==> config.mk <==
export PLATFORM = sky130hd
export DESIGN_NAME = esc_port
export DESIGN_NICKNAME = d
export VERILOG_FILES = /design/src/logic/esc_port.v
export VERILOG_INCLUDE_DIRS = /design/src /design/src/pkg
export SDC_FILE = /design/constraint.sdc
export NUM_CORES = 1
export LEC_CHECK = 0
export BUFFER_PORTS_ARGS = -buffer_cell sky130_fd_sc_hd__buf_2
export CORE_ASPECT_RATIO = 0.7
export CORE_MARGIN = 4
export CORE_UTILIZATION = 34
export CTS_BUF_LIST = sky130_fd_sc_hd__clkbuf_16
export CTS_CLUSTER_DIAMETER = 80
export DETAILED_ROUTE_END_ITERATION = 12
export GPL_ROUTABILITY_DRIVEN = 1
export GPL_TIMING_DRIVEN = 1
export PLACE_DENSITY = 0.62
export SYNTH_ARGS = -nofsm -noshare
export SYNTH_HDL_FRONTEND = slang
export SYNTH_SLANG_ARGS = --single-unit
==> constraint.sdc <==
create_clock -name clk_in -period 3.6 [get_ports clk_in]
set_clock_uncertainty 0.15 [all_clocks]
set_input_delay 0.18 -clock clk_in [delete_from_list [all_inputs] [get_ports clk_in]]
set_output_delay 0.18 -clock clk_in [all_outputs]
set_load 0.01 [all_outputs]
==> src/pkg/esc_consts.vh <==
// Constants for the elapsed seconds counter serial port
`ifndef ESC_CONSTS_VH
`define ESC_CONSTS_VH
`define ESC_CMD_BITS        8
`define ESC_DATA_BITS       32
`define ESC_CMD_SEL_CONT    7
`define ESC_CMD_SEL_PWR     6
`define ESC_CMD_TRIM_HI     5
`define ESC_CMD_TRIM_LO     3
`define ESC_CMD_CLR_CONT    2
`define ESC_CMD_CLR_PWR     1
`define ESC_CMD_READ        0
`define ESC_TRIM_RESET      3'h3
`define ESC_TRIM_STOP       3'h0
`define ESC_CLK_HZ          100000000
`define ESC_XTAL_HZ         32768
`define ESC_XTAL_DIV        ((`ESC_CLK_HZ + `ESC_XTAL_HZ - 1) / `ESC_XTAL_HZ)
`define ESC_TICKS_PER_SEC   32768
`define ESC_TRIM_STEP       64
`endif

==> src/logic/esc_port.v <==
// Two seconds counters with a three-wire serial access port
// Notes on behaviour
// - Port is active only while select high
// - First eight bits form the command
// - After command, clocks move counter data
// - No main power disables the serial port
// - Without main power only continuous counter runs
// - Bit 7 continuous, bit 6 powered counter
// - Read copies counter at command end
// - Write loads all 32 bits at once
// - Both selects load trim, ignore further clocks
// - Higher trim faster, zero stops oscillator
// - Bit 2 clears continuous counter at deselect
// - Bit 1 clears powered counter at deselect
// - Bit 0: zero writes, one reads
// - Sample on rise, present on fall
// - Deselect aborts transfer, releases data line
// - After 32 written bits ignore clocks
// - First read bit at fall after command
// - Drive data only while serial clock low
// - Counters count seconds from crystal timebase
// - Trim only with bit 0 clear, counters untouched
// - One hertz tick while main power present
`timescale 1ns/1ps
`include "esc_consts.vh"
module esc_port
#(
  parameter XTAL_DIV = `ESC_XTAL_DIV,
  parameter TICKS    = `ESC_TICKS_PER_SEC
)
(
  input  wire        clk_in,
  input  wire        rst_in,
  input  wire        main_power_in,
  input  wire        sel_in,
  input  wire        sclk_in,
  input  wire        dq_in,
  output reg         dq_out,
  output reg         dq_oe_out,
  output reg         second_tick_out,
  output reg  [31:0] cont_count_out,
  output reg  [31:0] pwr_count_out
);

  localparam ST_CMD  = 2'd0;
  localparam ST_DATA = 2'd1;
  localparam ST_IDLE = 2'd2;
  // Last bit indices of the command and data phases
  localparam [31:0] CMD_SPAN  = `ESC_CMD_BITS - 1;
  localparam [31:0] DATA_SPAN = `ESC_DATA_BITS - 1;
  localparam [2:0]  CMD_LAST  = CMD_SPAN[2:0];
  localparam [5:0]  DATA_LAST = DATA_SPAN[5:0];

  // Two-flop synchronisers for the pins
  reg  [1:0] sel_sync;
  reg  [1:0] sclk_sync;
  reg  [1:0] dq_sync;
  reg  [1:0] pwr_sync;
  reg        sclk_prev;
  reg        sel_prev;
  wire       sel_s   = sel_sync[1];
  wire       sclk_s  = sclk_sync[1];
  // Pin edges are seen three clocks late, so half periods need four
  wire       port_on = sel_s & pwr_sync[1];
  wire       rise    = port_on & sclk_s & ~sclk_prev;
  wire       fall    = port_on & ~sclk_s & sclk_prev;
  wire       desel   = sel_prev & ~sel_s;

  always @(posedge clk_in)
  begin
    if (rst_in)
    begin
      sel_sync  <= 2'h0;
      sclk_sync <= 2'h0;
      dq_sync   <= 2'h0;
      pwr_sync  <= 2'h0;
      sclk_prev <= 1'b0;
      sel_prev  <= 1'b0;
    end
    else
    begin
      sel_sync  <= {sel_sync[0], sel_in};
      sclk_sync <= {sclk_sync[0], sclk_in};
      dq_sync   <= {dq_sync[0], dq_in};
      pwr_sync  <= {pwr_sync[0], main_power_in};
      sclk_prev <= sclk_s;
      sel_prev  <= sel_s;
    end
  end

  // Two-entry buffer between port and counters for write words
  reg  [31:0] buf_data [0:1];
  reg         wr_ptr;
  reg         rd_ptr;
  reg  [1:0]  buf_cnt;
  reg         buf_tgt [0:1];
  wire        buf_in_ready  = (buf_cnt != 2'd2);
  wire        buf_out_valid = (buf_cnt != 2'd0);
  reg         buf_in_valid;
  reg  [31:0] buf_in_data;
  reg         buf_in_tgt;
  // One word per write transfer, so two entries ride out any clear stall

  // Serial engine
  reg  [1:0]  state;
  reg  [2:0]  bit_cnt;
  reg  [5:0]  data_cnt;
  reg  [7:0]  cmd;
  reg  [31:0] shift;
  reg  [2:0]  trim;
  reg         clr_cont_pend;
  reg         clr_pwr_pend;
  // A clear needs the supply; a dead port drops it
  wire        clr_now = desel & pwr_sync[1] & (clr_cont_pend | clr_pwr_pend);
  wire [7:0]  next_cmd = {dq_sync[1], cmd[7:1]};
  wire        sel_cont = next_cmd[`ESC_CMD_SEL_CONT];
  wire        sel_pwr  = next_cmd[`ESC_CMD_SEL_PWR];
  // Counters take a load unless this cycle is a clear, which must win
  wire        buf_out_ready = ~clr_now;
  wire        push          = buf_in_valid & buf_in_ready;
  wire        pop           = buf_out_valid & buf_out_ready;

  always @(posedge clk_in)
  begin
    if (rst_in)
    begin
      state         <= ST_CMD;
      bit_cnt       <= 3'h0;
      data_cnt      <= 6'h0;
      cmd           <= 8'h0;
      shift         <= 32'h0;
      trim          <= `ESC_TRIM_RESET;
      clr_cont_pend <= 1'b0;
      clr_pwr_pend  <= 1'b0;
      buf_in_valid  <= 1'b0;
      buf_in_data   <= 32'h0;
      buf_in_tgt    <= 1'b0;
      dq_out        <= 1'b0;
      dq_oe_out     <= 1'b0;
    end
    else
    begin
      if (push)
        buf_in_valid <= 1'b0;
      if (!port_on)
      begin
        state     <= ST_CMD;
        bit_cnt   <= 3'h0;
        data_cnt  <= 6'h0;
        dq_oe_out <= 1'b0;
        if (desel | ~pwr_sync[1])
        begin
          clr_cont_pend <= 1'b0;
          clr_pwr_pend  <= 1'b0;
        end
      end
      else
      begin
        case (state)
          ST_CMD:
          begin
            if (rise)
            begin
              cmd     <= next_cmd;
              bit_cnt <= bit_cnt + 3'd1;
              // Eighth rise decides what the rest of the transfer does
              if (bit_cnt == CMD_LAST)
              begin
                data_cnt <= 6'h0;
                if (sel_cont & sel_pwr)
                begin
                  if (!next_cmd[`ESC_CMD_READ])
                    trim <= next_cmd[`ESC_CMD_TRIM_HI:`ESC_CMD_TRIM_LO];
                  state <= ST_IDLE;
                end
                else if (sel_cont | sel_pwr)
                begin
                  shift <= sel_cont ? cont_count_out : pwr_count_out;
                  state <= ST_DATA;
                end
                else
                begin
                  clr_cont_pend <= next_cmd[`ESC_CMD_CLR_CONT];
                  clr_pwr_pend  <= next_cmd[`ESC_CMD_CLR_PWR];
                  state         <= ST_IDLE;
                end
              end
            end
          end
          ST_DATA:
          begin
            if (cmd[`ESC_CMD_READ])
            begin
              // Copy taken at command end, so a tick cannot tear the word
              if (fall)
              begin
                dq_out    <= shift[0];
                dq_oe_out <= 1'b1;
              end
              else if (rise)
              begin
                dq_oe_out <= 1'b0;
                shift     <= {1'b0, shift[31:1]};
                data_cnt  <= data_cnt + 6'd1;
                if (data_cnt == DATA_LAST)
                  state <= ST_IDLE;
              end
            end
            else if (rise)
            begin
              // Whole word reaches the counter as one buffered load
              shift    <= {dq_sync[1], shift[31:1]};
              data_cnt <= data_cnt + 6'd1;
              if (data_cnt == DATA_LAST)
              begin
                buf_in_valid <= 1'b1;
                buf_in_data  <= {dq_sync[1], shift[31:1]};
                buf_in_tgt   <= cmd[`ESC_CMD_SEL_CONT];
                state        <= ST_IDLE;
              end
            end
          end
          default:
          begin
            // Trailing clocks are ignored until deselect
            dq_oe_out <= 1'b0;
          end
        endcase
      end
    end
  end

  always @(posedge clk_in)
  begin
    if (rst_in)
    begin
      wr_ptr  <= 1'b0;
      rd_ptr  <= 1'b0;
      buf_cnt <= 2'd0;
    end
    else
    begin
      if (push)
      begin
        buf_data[wr_ptr] <= buf_in_data;
        buf_tgt[wr_ptr]  <= buf_in_tgt;
        wr_ptr           <= ~wr_ptr;
      end
      if (pop)
        rd_ptr <= ~rd_ptr;
      buf_cnt <= buf_cnt + {1'b0, push} - {1'b0, pop};
    end
  end

  // Trimmed timebase: trim shifts the divided period around the nominal
  reg  [15:0] xtal_div;
  reg         xtal_en;
  reg  [16:0] sub_sec;
  // Nominal trim adds nothing; each step moves the second by one trim step
  localparam [31:0] LEN_BASE = TICKS + `ESC_TRIM_STEP * `ESC_TRIM_RESET;
  wire [31:0] trim_cut  = `ESC_TRIM_STEP * {29'h0, trim};
  wire [31:0] len_full  = LEN_BASE - trim_cut;
  // Sub-second counter is 17 bits; sane tick counts never need more
  wire [16:0] sec_len   = len_full[16:0];
  wire [16:0] sec_len_t = (trim == `ESC_TRIM_STOP) ? 17'h0 : sec_len[16:0];
  wire [16:0] half_len  = {1'b0, sec_len_t[16:1]};
  reg         sec_en;

  always @(posedge clk_in)
  begin
    if (rst_in)
    begin
      xtal_div <= 16'h0;
      xtal_en  <= 1'b0;
      sub_sec  <= 17'h0;
      sec_en   <= 1'b0;
    end
    else
    begin
      // Both enables are one-cycle pulses
      xtal_en <= 1'b0;
      sec_en  <= 1'b0;
      // Zero trim freezes the divider, not only the second count
      if (trim != `ESC_TRIM_STOP)
      begin
        if (xtal_div == XTAL_DIV - 1)
        begin
          xtal_div <= 16'h0;
          xtal_en  <= 1'b1;
        end
        else
          xtal_div <= xtal_div + 16'd1;
      end
      if (xtal_en)
      begin
        if (sub_sec + 17'd1 >= sec_len_t)
        begin
          sub_sec <= 17'h0;
          sec_en  <= 1'b1;
        end
        else
          sub_sec <= sub_sec + 17'd1;
      end
    end
  end

  // Counters and the tick output
  always @(posedge clk_in)
  begin
    if (rst_in)
    begin
      cont_count_out  <= 32'h0;
      pwr_count_out   <= 32'h0;
      second_tick_out <= 1'b0;
    end
    else
    begin
      // Square wave, high for the first half of each second
      second_tick_out <= pwr_sync[1] & (trim != `ESC_TRIM_STOP) & (sub_sec < half_len);
      // Clear beats a buffered load and an increment in one cycle
      if (clr_now & clr_cont_pend)
        cont_count_out <= 32'h0;
      else if (pop & buf_tgt[rd_ptr])
        cont_count_out <= buf_data[rd_ptr];
      else if (sec_en)
        cont_count_out <= cont_count_out + 32'd1;
      // Without supply the powered counter simply holds its value
      if (clr_now & clr_pwr_pend)
        pwr_count_out <= 32'h0;
      else if (pop & ~buf_tgt[rd_ptr])
        pwr_count_out <= buf_data[rd_ptr];
      else if (sec_en & pwr_sync[1])
        pwr_count_out <= pwr_count_out + 32'd1;
    end
  end

endmodule

---- Word level (Yosys, flattened, before mapping) ----
Memories as Yosys holds them, arrays and structs flattened. A register that Yosys moved wholly into a read port is not among the register bits.
Index checks and enable logic that the tools add are counted.
cells by class
  $add $sub $neg .......................... 9
  $lt $le $gt $ge ......................... 2
  equality and inequality tests ........... 18
  multiplexer cells ....................... 64
  bitwise operators ....................... 35
  reductions and logical operators ........ 22
operator list
  operator                                            count
  2-to-1 mux 32 bit                                   13
  adder 32 x 1 -> 32 bit (second input constant)      2
  case mux 32 bit (2 select lines)                    1
  2-to-1 mux 17 bit                                   2
  2-to-1 mux 1 bit                                    31
  2-to-1 mux 6 bit                                    5
  AND 1 bit                                           18
  adder 17 x 1 -> 17 bit (second input constant)      1
  greater-or-equal comparator 17 bit                  1
  < comparator 17 x 16 -> 1 bit                       1
  subtractor 16 x 9 -> 17 bit (first input constant)  1
  adder 16 x 1 -> 16 bit (second input constant)      1
  == test 16 x 12 -> 1 bit (second input constant)    1
  2-to-1 mux 16 bit                                   1
  2-to-1 mux 2 bit                                    8
  inequality test 2 bit (second input constant)       8
  NOT 1 bit                                           14
  case mux 6 bit (2 select lines)                     1
  AND reduction 6 bit                                 2
  nonzero test 2 bit                                  5
  OR reduction 2 bit                                  5
  inequality test 3 bit (second input constant)       3
  AND reduction 9 bit                                 1
  AND reduction 4 bit                                 2
  other kinds (17)                                    22
word-level totals
  flip-flop bits (word level) ............. 206
  bits in writable memories ............... 66
  input port bits ......................... 6
  logic and storage cells ................. 181
  memories ................................ 2
memory list
  name      depth  bits a word  rd ports  clocked after Yosys merged registers in  wr ports  RTL line       source
  buf_data  2      32           1         1                                        1         esc_port.v:92  reg [31:0] buf_data [0:1];
  buf_tgt   2      1            1         1                                        1         esc_port.v:96  reg buf_tgt [0:1];

---- Logic depth before layout (Yosys ltp) ----
Gate-level depths: netlist of the first run.
  word-level depth ........................ 8
  mapped depth ............................ 13
  gate-level depth less buffers ........... 12

---- Least setup slack after synthesis of the first run ----
Ideal clock, no wire load.
  kind .................................... input-to-reg
  from .................................... input rst_in
  to ...................................... memory buf_data[1][0] (enable)
  arrival ................................. 3.070 ns
  data required time ...................... 2.979 ns
  slack ................................... -0.092 ns
  cell stages on the path ................. 3
  path buffers ............................ 2
  cell sequence ........................... clkbuf_1 clkbuf_1 nor3b_1
between the ends
  word-level cells in the longest chain between the ends .. 2
ends and longest elaborated chain
  item                                    RTL line        source
  start, declared                         esc_port.v:33   input wire rst_in,
  2-to-1 mux 1 bit                        esc_port.v:235  if (rst_in)
  2-to-1 mux 1 bit (implied by the code)  esc_port.v:245  buf_data[wr_ptr] <= buf_in_data;
  end, declared                           esc_port.v:92
No other way between the ends.

---- Worst setup path after layout of the first run ----
  from .................................... register sub_sec[0]
  to ...................................... register sub_sec[6]
between the ends
  word-level cells in the longest chain between the ends .. 3
ends and longest elaborated chain
  item                                RTL line                        source
  start, declared                     esc_port.v:258                  reg [16:0] sub_sec;
  start signal, assigned              esc_port.v:302                  sub_sec <= sub_sec + 17'd1;
  adder 17 x 1 -> 17 bit (*)          esc_port.v:296, esc_port.v:302
  greater-or-equal comparator 17 bit  esc_port.v:296                  if (sub_sec + 17'd1 >= sec_len_t)
  2-to-1 mux 17 bit (*)               esc_port.v:296
Mark *: on every way between the ends. The rest lies on a longest branch, timed or not.
A chain may end at the register's enable or synchronous reset.

==> impl_summary.md, run 1 <==
Synthesis
The proportion of netlist area held by the largest area contributor is 33.27%. The count of warnings emitted by yosys is 0. After synthesis, the mean cell area works out to 9.603 µm². Counting instances in the post-synthesis netlist gives the leading cell types as dfxtp_1, nor2_1, nand2_1.

The most common flop cell mapped by yosys is dfxtp_1. Summed over all instances, the cell type with the most area after synthesis is dfxtp_1. By area the synthesized netlist is led by dfxtp_1, edfxtp_1, nor2_1. The mapped netlist covers 0.01245 mm².

Yosys mapped a number of flops with a built-in enable equal to 66. The instance count of the mapped netlist is 1297. The count of cell types in the netlist is 64. The synthesized netlist net count is 1334. After synthesis the netlist holds a flip-flop and latch count of 273.

The most common cell in the synthesized netlist is dfxtp_1. After synthesis, flip-flops and latches occupy 49.19% of the total area. The share of synthesized flip-flops with an asynchronous set or reset is 0%.

Floorplan
Once the floorplan was initialized, standard cells occupied 34.60% of the core. 73 I/O pins were placed. After floorplanning, the core was divided into 58 placement rows. The placeable core region is 0.03599 mm². The die covers 0.03981 mm². The vertical extent of the die is 168.1 µm. The die width is 236.8 µm.

Pwr
For this design the static power due to leakage is 5.254 nW. Dividing total power by cell area gives a power density of 571.9 mW/mm². VDD sags by at most 0.3214 mV.

Final layout
Of the cells placed in the final design, the portion with a size suffix greater than 1 is 12.63%. Relative to the synthesized area, the layout overhead comes to 14.29%. The post-layout net count is 1393.

The design area is 0.01423 mm². The number of antenna repair diodes is 0.

Timing
Derived from the worst setup path, the maximum achievable clock frequency is 296.6 MHz. For the finished layout, the period the worst path requires is 3.371 ns. Across all setup checks in the final design, the least slack found is 0.2289 ns. The slew of the pin with the lowest slew margin is 1.154 ns. Setup repair after global routing left no endpoint under its margin. The number of setup violations in the final report is 0.

The final count of pins violating max slew is 0. The fraction of the cycle the final worst path needs is 93.64%. The relative slew slack is 22.78%. The final-report hold violation count was 0. Setup total negative slack on the finished layout was measured at 0 ns.

Worst setup path
The critical path contains buffers and inverters numbering 0 combined. The critical path launch point type is a flop. The cell family contributing the most delay on the critical path is simple AND/OR/NAND/NOR gates. At the worst endpoint, the required time is 3.91 ns. Along the worst path, the maximum fanout reaches 8. The cell at the slowest stage of the critical path is or3_4. The element type at the critical path end is a flop. Walking the worst path, the cells encountered are ha_2 > nand4_1 > or2_2 > nor2_1 > xor2_1 > ha_1 > a21oi_1 > o211ai_1 > o221ai_1 > nand2b_2 > or3_4 > o21ai_0. The delay of the slowest cell on the worst path is 0.43 ns.

The critical path in this run is classified as reg2reg. The critical path arrival is 3.68 ns.

GRT
The initial antenna violation count is 0. The total overflow left after global routing is 0. The maximum number of pins on one net before global-route repair is 70. The overall routing resource usage is 15.59%.

The via count of the first global-routing pass is 9098. The first global-routing pass estimated 50950 µm of wire.

Placed design
The post-detailed-placement cell area is 0.01329 mm². The number of port buffers is 72. Routability-driven placement finished with a final weighted congestion of 0.8414. Before CTS, the worst setup slack after placement is 0.1806 ns. The total half-perimeter wirelength after legalization and detailed placement is 21100 µm.

Clock network
Clock tree synthesis inserted a total of 29 buffers. CTS placed an instance of clkbuf_16 at the clock tree root. In this run the deepest clock path goes through 3 buffers. The clock latency reported for the late side of the worst-skew pair is 0.55 ns.

The maximum level of the CTS H-tree is 1. The clock-pin slew of the registers on the worst-case setup and hold paths is 0.06 ns. In this run the post-CTS setup repair buffer count came out at 0. The CTS tree is yes. Counting every sink on the clock net gives 273.

Route
The total wire length after detailed routing is 31890 µm. The total number of vias is 9681. For this run, design rule violations remaining after detail routing come to 0. The number of search-and-repair iterations in the first detailed-routing pass is 7.

The routed wirelength normalized by instance count is 17.16 µm. Using the TritonRoute via totals, the vias-per-cell ratio works out to 5.210. For this block, the initial DRC count from the detailed router was 637. The count of nets left with antenna violations after detail routing is 0.

Hold path
The path type of the worst min-delay path is in2reg.

Flow run
Max-cap violations in this run came to 0.

Status
The run finished with clean final reports.
tightest hold or removal path, stage by stage:
cell and delay (ns):
dlygate4sd3_1 0.51, buf_2 0.10, nor2b_1 0.12
placed cells by master, fill, tap and decap left out, types with 4 or more instances in the layout:
master           n
mux2i_1         70
dfxtp_2          4
inv_1           20
a22o_1           6
xnor2_1         39
nor3_1           8
nand4_1         35
xor2_1          55
clkinv_1         8
and2_1           8
nor3_2           6
mux2_2          11
nand2_1        125
a21o_1           8
buf_2           71
a2111oi_0        4
dlygate4sd3_1    8
o21ai_0         12
a211oi_1        97
ha_1            30
nor2b_1         11
nor2_1         198
and3_1          11
clkbuf_16       29
and4_1          11
o21a_1           4
nand2b_1         6
clkinv_2         8
or2_2            4
edfxtp_1        66
buf_4           20
nor4_1           9
dfxtp_1        203
nand3_1         40
or3_1            4
a21oi_1         83
sequential cells by signal, indices dropped and copies added, names as in the netlist, 2 cells and up, named ones only:
signal / flops
buf_data: 64
buf_in_data: 32
cont_count_out: 32
pwr_count_out: 32
shift: 32
sub_sec: 17
xtal_div: 16
cmd: 8
data_cnt: 6
bit_cnt: 3
trim: 3
buf_cnt: 2
buf_tgt: 2
dq_sync: 2
pwr_sync: 2
sclk_sync: 2
sel_sync: 2
state: 2
where the power goes:
part	leakage (nW)	switching, mW	internal [mW]
Combinational	2.52	0.948	0.685
Sequential	2.29	0.440	3.39
Clock	0.438	1.21	1.47
timing repair:
action / CTS / global route
resized for setup: 0 / 6
endpoints found under the setup margin: 0 / 13
endpoints found under the hold margin: 36 / 0
hold buffers: 8 / 0
logic make-up (layout without fill, tap and decap cells):
group / Yosys count / count (layout) / share of synthesized area, %
fa+ha+maj: 31 / 31 / 3.114
mux: 81 / 81 / 6.620
simple gates: 503 / 503 / 19.34
xor+xnor: 94 / 94 / 6.610
compound gates: 227 / 227 / 11.99
buf+inv: 88 / 169 / 3.144
flops: 273 / 273 / 49.19
path summary, 6_finish.rpt:
kind,startpoint,end,slack [ns],depth (start not counted)
worst max-delay path,sub_sec[0],sub_sec[6],0.23,12
worst min-delay path,dq_in,dq_sync[0],0.25,3
worst max register to register,sub_sec[0],sub_sec[6],0.23,12
worst min register to register,sel_sync[0],sel_sync[1],0.29,1
through the flow:
| stage | power, mW | hold slack (ns) | instances | utilization [%] |
|---|---|---|---|---|
| 5_1_grt | 8.529 | 0.2438 | 1858 | 39.54 |
| 6_report | 8.140 | 0.2463 | 1858 | 39.54 |
| 3_5_place_dp | 5.513 | 0.2599 | 1797 | 36.92 |
| 2_1_floorplan | 4.903 | 0.1582 | 1297 | - |
| 3_3_place_gp | 5.489 | 0.2560 | 1797 | 36.92 |
| 4_1_cts | 8.219 | 0.2343 | 1858 | 39.50 |
per-layer routing:
metal / routed length, µm / global-route usage (%) / vias to the layer above
met4: 667 / 3.551 / 0
met3: 1544 / 1.850 / 41
met2: 14030 / 24.49 / 223
met1: 15650 / 23.09 / 4669
li1: - / - / 4748
met5: 0 / 0 / -
layout make-up:
type                            instances  area, µm²
Fill cell                            3616      21760
Sequential cell                       273       6131
Multi-Input combinational cell        936       5989
Clock buffer                           29      725.7
Timing Repair Buffer                  100      605.6
Tap cell                              480      600.6
Clock inverter                         24      121.4
Inverter                               16      60.06
No activity file was read; power rests on OpenSTA's default activity.
==> run 2: changes to the inputs <==
- CTS_BUF_LIST: sky130_fd_sc_hd__clkbuf_16 -> unset
- GPL_ROUTABILITY_DRIVEN: 1 -> unset
==> impl_summary.md, run 2 (synthesis gave the netlist of run 1 again) <==
Status
Outcome: complete, no violations (unchanged).

Route
The total number of vias is 9704 (was 9681). The number of vias per cell after detailed routing was 5.223 (was 5.210). The total length of routed met2 wires is 14220 µm (was 14030 µm). The number of DRC violations after detailed routing was 0 (unchanged). The post-route met1 wirelength is 15620 µm (was 15650 µm). The count of nets left with antenna violations after detail routing is 0 (unchanged).

The number of search-and-repair iterations in the first detailed-routing pass is 5 (was 7). The routed wirelength normalized by instance count is 17.26 µm (was 17.16 µm). The total wire length after detailed routing was 32060 µm (was 31890 µm). The routed length on met3 is 1631 µm (was 1544 µm). The highest routed metal layer is met4 (unchanged). The number of violations reported at the end of detailed-routing iteration 0 came to 723 (was 637).

Placed design
The number of port buffers was 72 (unchanged). The total half-perimeter wirelength after legalization and detailed placement was 21100 µm (unchanged). The number of placed cells counting well taps was 1797 (unchanged). The routability-driven placement congestion ratio is 0.8414 (unchanged). The setup slack after placement was 0.1806 ns (unchanged).

Final layout
The share of final-layout standard cells stronger than drive strength 1 is 13.06% (was 12.63%). The fill cell total of the finished layout came to 3600 (was 3616). The number of antenna repair diodes is 0 (unchanged).

The most flop-heavy register is buf_data (unchanged). The commonest non-fill, non-tap cell in the layout is dfxtp_1 (unchanged). The filler-free cell count of the finished design is 1858 (unchanged). Most frequent cells in the layout: dfxtp_1, nor2_1, nand2_1 (unchanged).

The flip-flop count of the largest register, all copies and words added is 64 (unchanged). The post-layout net count is 1393 (unchanged). The synthesis-to-layout area growth is 14.77% (was 14.29%).

The combined area of the multi-input logic cells is 0.005989 mm² (unchanged). The share of the core filled with cells in the final layout is 39.71% (was 39.54%). The footprint of the flip-flops and latches is 0.006131 mm² (unchanged).

Timing
The total negative slack is 0 ns (unchanged). The shortest clock period the worst path allows after layout is 3.373 ns (was 3.371 ns). The relative slew slack is 22.58% (was 22.78%). The slack of the critical path is 0.2268 ns (was 0.2289 ns). The fraction of the cycle the final worst path needs was 93.70% (was 93.64%). RSZ-0062 raised after global routing: no (unchanged). The number of setup violations in the final report is 0 (unchanged).

The maximum achievable frequency is 296.5 MHz (was 296.6 MHz). The final-report hold violation count came to 0 (unchanged). The final count of pins violating max slew is 0 (unchanged). The slew of the pin with the lowest slew margin came to 1.157 ns (was 1.154 ns).

Clock network
The clock sink count is 273 (unchanged). The maximum level of the CTS H-tree is 1 (unchanged). The CTS tree is yes (unchanged).

The clock-pin slew of the registers on the worst-case setup and hold paths is 0.06 ns (about the same). The clock buffer count from CTS is 29 (unchanged). The root buffer cell is clkbuf_16 (unchanged).

The worst-case clock buffer depth came to 3 (unchanged). The clock latency reported for the late side of the worst-skew pair is 0.55 ns (about the same).

Worst setup path
The data required time at the worst endpoint was 3.91 ns (about the same). The startpoint-to-endpoint class of the critical path was reg2reg (unchanged). The critical path launch point type is a flop (unchanged). The element type at the critical path end was a flop (unchanged). The critical path arrival is 3.68 ns (about the same). The maximum fanout along the worst path is 8 (unchanged).

Floorplan
The placeable core region came to 0.03599 mm² (unchanged). The area of the die is 0.03981 mm² (unchanged). The vertical extent of the die is 168.1 µm (unchanged).

The standard-cell row count was 58 (unchanged). The die width was 236.8 µm (unchanged). The initial core utilization is 34.60% (unchanged). The total I/O pin count was 73 (unchanged).

GRT
The overall routing resource usage came to 15.65% (was 15.59%). The initial antenna violation count came to 0 (unchanged). The via count of the first global-routing pass is 9096 (was 9098).

The global-route wire length before repair is 51120 µm (was 50950 µm). The maximum number of pins on one net before global-route repair is 70 (unchanged). The remaining global-route overflow is 0 (unchanged).

Pwr
The sequential cell fraction of total power is 46.2% (was 47.0%). The fraction of power spent switching nets was 31.55% (was 31.97%). The reported net switching power came to 2.617 mW (was 2.603 mW). The internal power of the cells came to 5.677 mW (was 5.537 mW). The power density over cell area was 580.3 mW/mm² (was 571.9 mW/mm²). The maximum vdd ir drop was 0.3223 mV (was 0.3214 mV).

The clock power share came to 34.1% (was 32.9%). The leakage power is 5.271 nW (was 5.254 nW). The power consumption is 8.294 mW (was 8.140 mW). The part of the power in combinational logic came to 19.7% (was 20.1%).

Flow run
The max-capacitance violation count is 0 (unchanged).

Hold path
The path type of the worst min-delay path is in2reg (unchanged).
==> run 2: cell types whose count changed in the layout (fill, tap and decap cells not counted) <==
cell / previous run / this run
clkbuf_1: 0 / 4
clkinv_1: 8 / 2
clkbuf_8: 0 / 6
inv_1: 20 / 16
==> run 2: through the flow <==
| step | hold WS, ns | cell area [µm²] |
|---|---|---|
| 2_1_floorplan | 0.1582 | 12460 |
| 3_3_place_gp | 0.2560 | 13290 |
| 3_5_place_dp | 0.2599 | 13290 |
| 4_1_cts | 0.2329 | 14280 |
| 5_1_grt | 0.2433 | 14290 |
| 6_report | 0.2451 | 14290 |
==> run 2: power groups by stage <==
| stage | registers, mW | logic (mW) | clock network, mW |
|---|---|---|---|
| detailed placement | 3.88 | 1.63 | 0 |
| floorplan | 3.84 | 1.07 | 0 |
| global route | 3.87 | 1.79 | 3.02 |
| global placement | 3.88 | 1.61 | 0 |
| finish | 3.83 | 1.64 | 2.83 |
| CTS | 3.82 | 1.65 | 2.89 |
==> run 2: repair_timing <==
action | 4_1_cts | 5_1_grt
gates resized for setup | 0 | 6
hold endpoints to repair | 36 | 0
setup endpoints to repair | 0 | 13
hold buffers | 8 | 0
setup buffers | 0 | 0
==> run 2: worst max-delay path: stages (launching register included) <==
cell      delay (ns)
dfxtp_2         0.37
ha_2            0.23
nand4_1         0.20
or2_2           0.40
nor2_1          0.12
xor2_1          0.22
ha_1            0.28
a21oi_1         0.17
o211ai_1        0.11
o221ai_1        0.23
nand2b_2        0.19
or3_4           0.43
o21ai_0         0.17
==> run 2: cell type report <==
cell class,instances,share of cell area [%]
flip-flops and latches,273,42.89
inverters,16,0.4202
well taps,480,4.202
clock inverters,14,0.5865
repair buffers,100,4.237
clock buffers,39,5.760
multi-input cells,936,41.90
==> run 2: layer usage <==
metal,up-vias,track usage [%]
li1,4751,-
met1,4665,23.22
met2,248,24.52
met3,40,1.818
met4,0,3.602
met5,-,0
==> run 2: path summary, 6_finish.rpt <==
kind | start | to | slack (ns) | depth (start not counted)
max | sub_sec[0] | sub_sec[6] | 0.23 | 12
max reg2reg | sub_sec[0] | sub_sec[6] | 0.23 | 12
min | dq_in | dq_sync[0] | 0.25 | 3
min reg2reg | sel_sync[0] | sel_sync[1] | 0.29 | 1
==> run 3: changes to the inputs <==
==> constraint.sdc (replaced) <==
create_clock -name clk_in -period 3.6 [get_ports clk_in]
set_clock_uncertainty 0.15 [all_clocks]
set_input_delay 0.72 -clock clk_in [delete_from_list [all_inputs] [get_ports clk_in]]
set_output_delay 0.72 -clock clk_in [all_outputs]
set_load 0.01 [all_outputs]
==> impl_summary.md, run 3 (synthesis gave the netlist of run 1 again) <==
Timing
The relative slew slack was 20.14% (was 22.58%). The fraction of the cycle the final worst path needs came to 91.85% (was 93.70%). The slew of the pin with the lowest slew margin is 1.193 ns (was 1.157 ns). The total negative slack is 0 ns (unchanged). RSZ-0062 raised after global routing: no (unchanged). The final-report hold violation count was 0 (unchanged). The shortest clock period the worst path allows after layout is 3.307 ns (was 3.373 ns). The final count of pins violating max slew is 0 (unchanged). The maximum achievable frequency is 302.4 MHz (was 296.5 MHz).

The number of setup violations in the final report is 0 (unchanged).

Clock network
The clock sink count is 273 (unchanged). The clock-pin slew of the registers on the worst-case setup and hold paths came to 0.06 ns (about the same). The setup fix buffers added after clock tree synthesis was 0 (unchanged).

The maximum level of the CTS H-tree is 1 (unchanged). The worst-case clock buffer depth is 3 (unchanged). The CTS tree is yes (unchanged). The root buffer cell was clkbuf_16 (unchanged). The clock buffer count from CTS is 30 (was 29). The clock latency reported for the late side of the worst-skew pair is 0.56 ns (was 0.55 ns). The number of buffers inserted for hold repair after clock tree synthesis is 0 (was 8).

Placed design
The routability-driven placement congestion ratio is 0.8275 (was 0.8414). The total half-perimeter wirelength after legalization and detailed placement is 21050 µm (was 21100 µm). The post-detailed-placement cell area came to 0.01329 mm² (about the same). The number of port buffers is 72 (unchanged).

Final layout
The design area was 0.01432 mm² (was 0.01429 mm²). The post-layout net count came to 1387 (was 1393). The share of the core filled with cells in the final layout came to 39.79% (was 39.71%). The fill cell total of the finished layout is 3595 (was 3600). Most frequent cells in the layout: dfxtp_1, nor2_1, nand2_1 (unchanged). The flip-flop count of the largest register, all copies and words added is 64 (unchanged). The share of final-layout standard cells stronger than drive strength 1 was 12.88% (was 13.06%). The synthesis-to-layout area growth is 14.99% (was 14.77%).

The number of antenna repair diodes is 0 (unchanged). The commonest non-fill, non-tap cell in the layout is dfxtp_1 (unchanged). The most flop-heavy register is buf_data (unchanged).

Pwr
The leakage power was 5.265 nW (was 5.271 nW). The maximum vdd ir drop came to 0.3830 mV (was 0.3223 mV). The power density over cell area is 601.2 mW/mm² (was 580.3 mW/mm²).

Worst setup path
The number of cell instances on the worst register-to-register path came to 13 (was 12). The end of the worst register-to-register path was sub_sec[8] (was sub_sec[6]). The critical path launch point type is a flop (unchanged). The data required time at the worst endpoint is 3.95 ns (was 3.91 ns).

The delay of the slowest cell on the worst path is 0.38 ns (was 0.43 ns). The number of buffer and inverter instances along the worst setup path is 1 (was 0). The register-to-register setup slack is 0.29 ns (was 0.23 ns).

The cell at the slowest stage of the critical path was dfxtp_2 (was or3_4). The maximum fanout along the worst path is 8 (unchanged). The critical path arrival is 3.65 ns (was 3.68 ns). The launch point of the worst reg-to-reg path is sub_sec[0] (unchanged).

The largest delay contributor family on the critical path is simple AND/OR/NAND/NOR gates (unchanged). The element type at the critical path end is a flop (unchanged). Worst path cell trace: ha_2 > nand4_1 > or2_4 > nor2_1 > xor2_1 > ha_1 > a21oi_1 > o211ai_1 > o221ai_1 > nand2b_2 > nor3_1 > buf_4 > a22o_1 (was ha_2 > nand4_1 > or2_2 > nor2_1 > xor2_1 > ha_1 > a21oi_1 > o211ai_1 > o221ai_1 > nand2b_2 > or3_4 > o21ai_0). The critical path launch point is sub_sec[0] (unchanged). The critical path depth was 13 (was 12). The startpoint-to-endpoint class of the critical path was reg2reg (unchanged).

Floorplan
The placeable core region is 0.03599 mm² (unchanged). The standard-cell row count was 58 (unchanged). The vertical extent of the die is 168.1 µm (unchanged). The die width was 236.8 µm (unchanged). The total I/O pin count is 73 (unchanged). The initial core utilization came to 34.60% (unchanged). The area of the die came to 0.03981 mm² (unchanged).

GRT
The initial antenna violation count is 0 (unchanged). The overall routing resource usage is 15.62% (was 15.65%). The met1 demand-to-capacity share in global routing is 23.11% (was 23.22%). The maximum number of pins on one net before global-route repair is 82 (was 70). The global-route wire length before repair is 51020 µm (was 51120 µm). The met2 routing resource usage after global routing is 23.70% (was 24.52%).

The global-route layer with the greatest usage is met2 (unchanged). The routing usage on met3 is 2.571% (was 1.818%). The remaining global-route overflow was 0 (unchanged).

The via count of the first global-routing pass is 9083 (was 9096).

Route
The number of DRC violations after detailed routing is 0 (unchanged). The total wire length after detailed routing is 32140 µm (was 32060 µm). The number of vias per cell after detailed routing is 5.210 (was 5.223). The total number of vias is 9660 (was 9704). The number of violations reported at the end of detailed-routing iteration 0 is 733 (was 723). The routed wirelength normalized by instance count is 17.33 µm (was 17.26 µm). The number of search-and-repair iterations in the first detailed-routing pass is 5 (unchanged). The count of nets left with antenna violations after detail routing is 0 (unchanged).

Status
Outcome: complete, no violations (unchanged).

Hold path
The path type of the worst min-delay path is in2reg (unchanged). The number of cells traversed by the worst hold path is 2 (was 3). The start point of the worst min-delay path is sclk_in (was dq_in).

The endpoint of the worst hold path is sclk_sync[0] (was dq_sync[0]).

Flow run
The max-capacitance violation count was 0 (unchanged).
run 3: routing by layer:
metal / routed length [µm] / vias to the layer above
met4: 680 / 0
li1: - / 4744
met5: 0 / -
met1: 15740 / 4607
met2: 13900 / 262
met3: 1818 / 47
run 3: repair_timing:
item	in CTS	in global routing
setup endpoints to repair	0	16
gates resized for setup	0	7
hold endpoints to repair	0	0
run 3: worst max path at each step:
stage / to / slack (ns)
2_1_floorplan: buf_data[1][0] / 0.52
3_3_place_gp: sub_sec[5] / 0.19
3_5_place_dp: sub_sec[4] / 0.1
4_1_cts: sub_sec[4] / 0.06
5_1_grt: sub_sec[4] / 0.01
6_report: sub_sec[8] / 0.29
run 3: power by group:
group | leakage (nW) | total, mW | internal [mW] | switching [mW]
sequential | 2.29 | 3.83 | 3.39 | 0.442
combinational | 2.48 | 1.62 | 0.679 | 0.940
clock | 0.492 | 3.16 | 1.91 | 1.25
total | 5.27 | 8.61 | 5.98 | 2.63
run 3: stage by stage:
step / power (mW) / setup WS (ns) / hold slack [ns] / instances
after floorplan: 4.903 / 0.5239 / 0.2638 / 1297
after global placement: 5.486 / 0.1909 / 0.2789 / 1798
after detailed placement: 5.508 / 0.09677 / 0.2870 / 1798
after CTS: 8.672 / 0.05820 / 0.2367 / 1854
after global routing: 9.011 / 0.01074 / 0.2534 / 1854
final: 8.610 / 0.2933 / 0.2541 / 1854
run 3: layout make-up:
| cell class | instances | area (µm²) | share of cell area [%] |
|---|---|---|---|
| Sequential cell | 273 | 6132 | 42.82 |
| Multi-Input combinational cell | 936 | 5993 | 41.85 |
| Clock buffer | 43 | 840.8 | 5.871 |
| Tap cell | 480 | 600.6 | 4.194 |
| Timing Repair Buffer | 93 | 520.5 | 3.634 |
| Clock inverter | 13 | 173.9 | 1.214 |
| Inverter | 16 | 60.06 | 0.4194 |
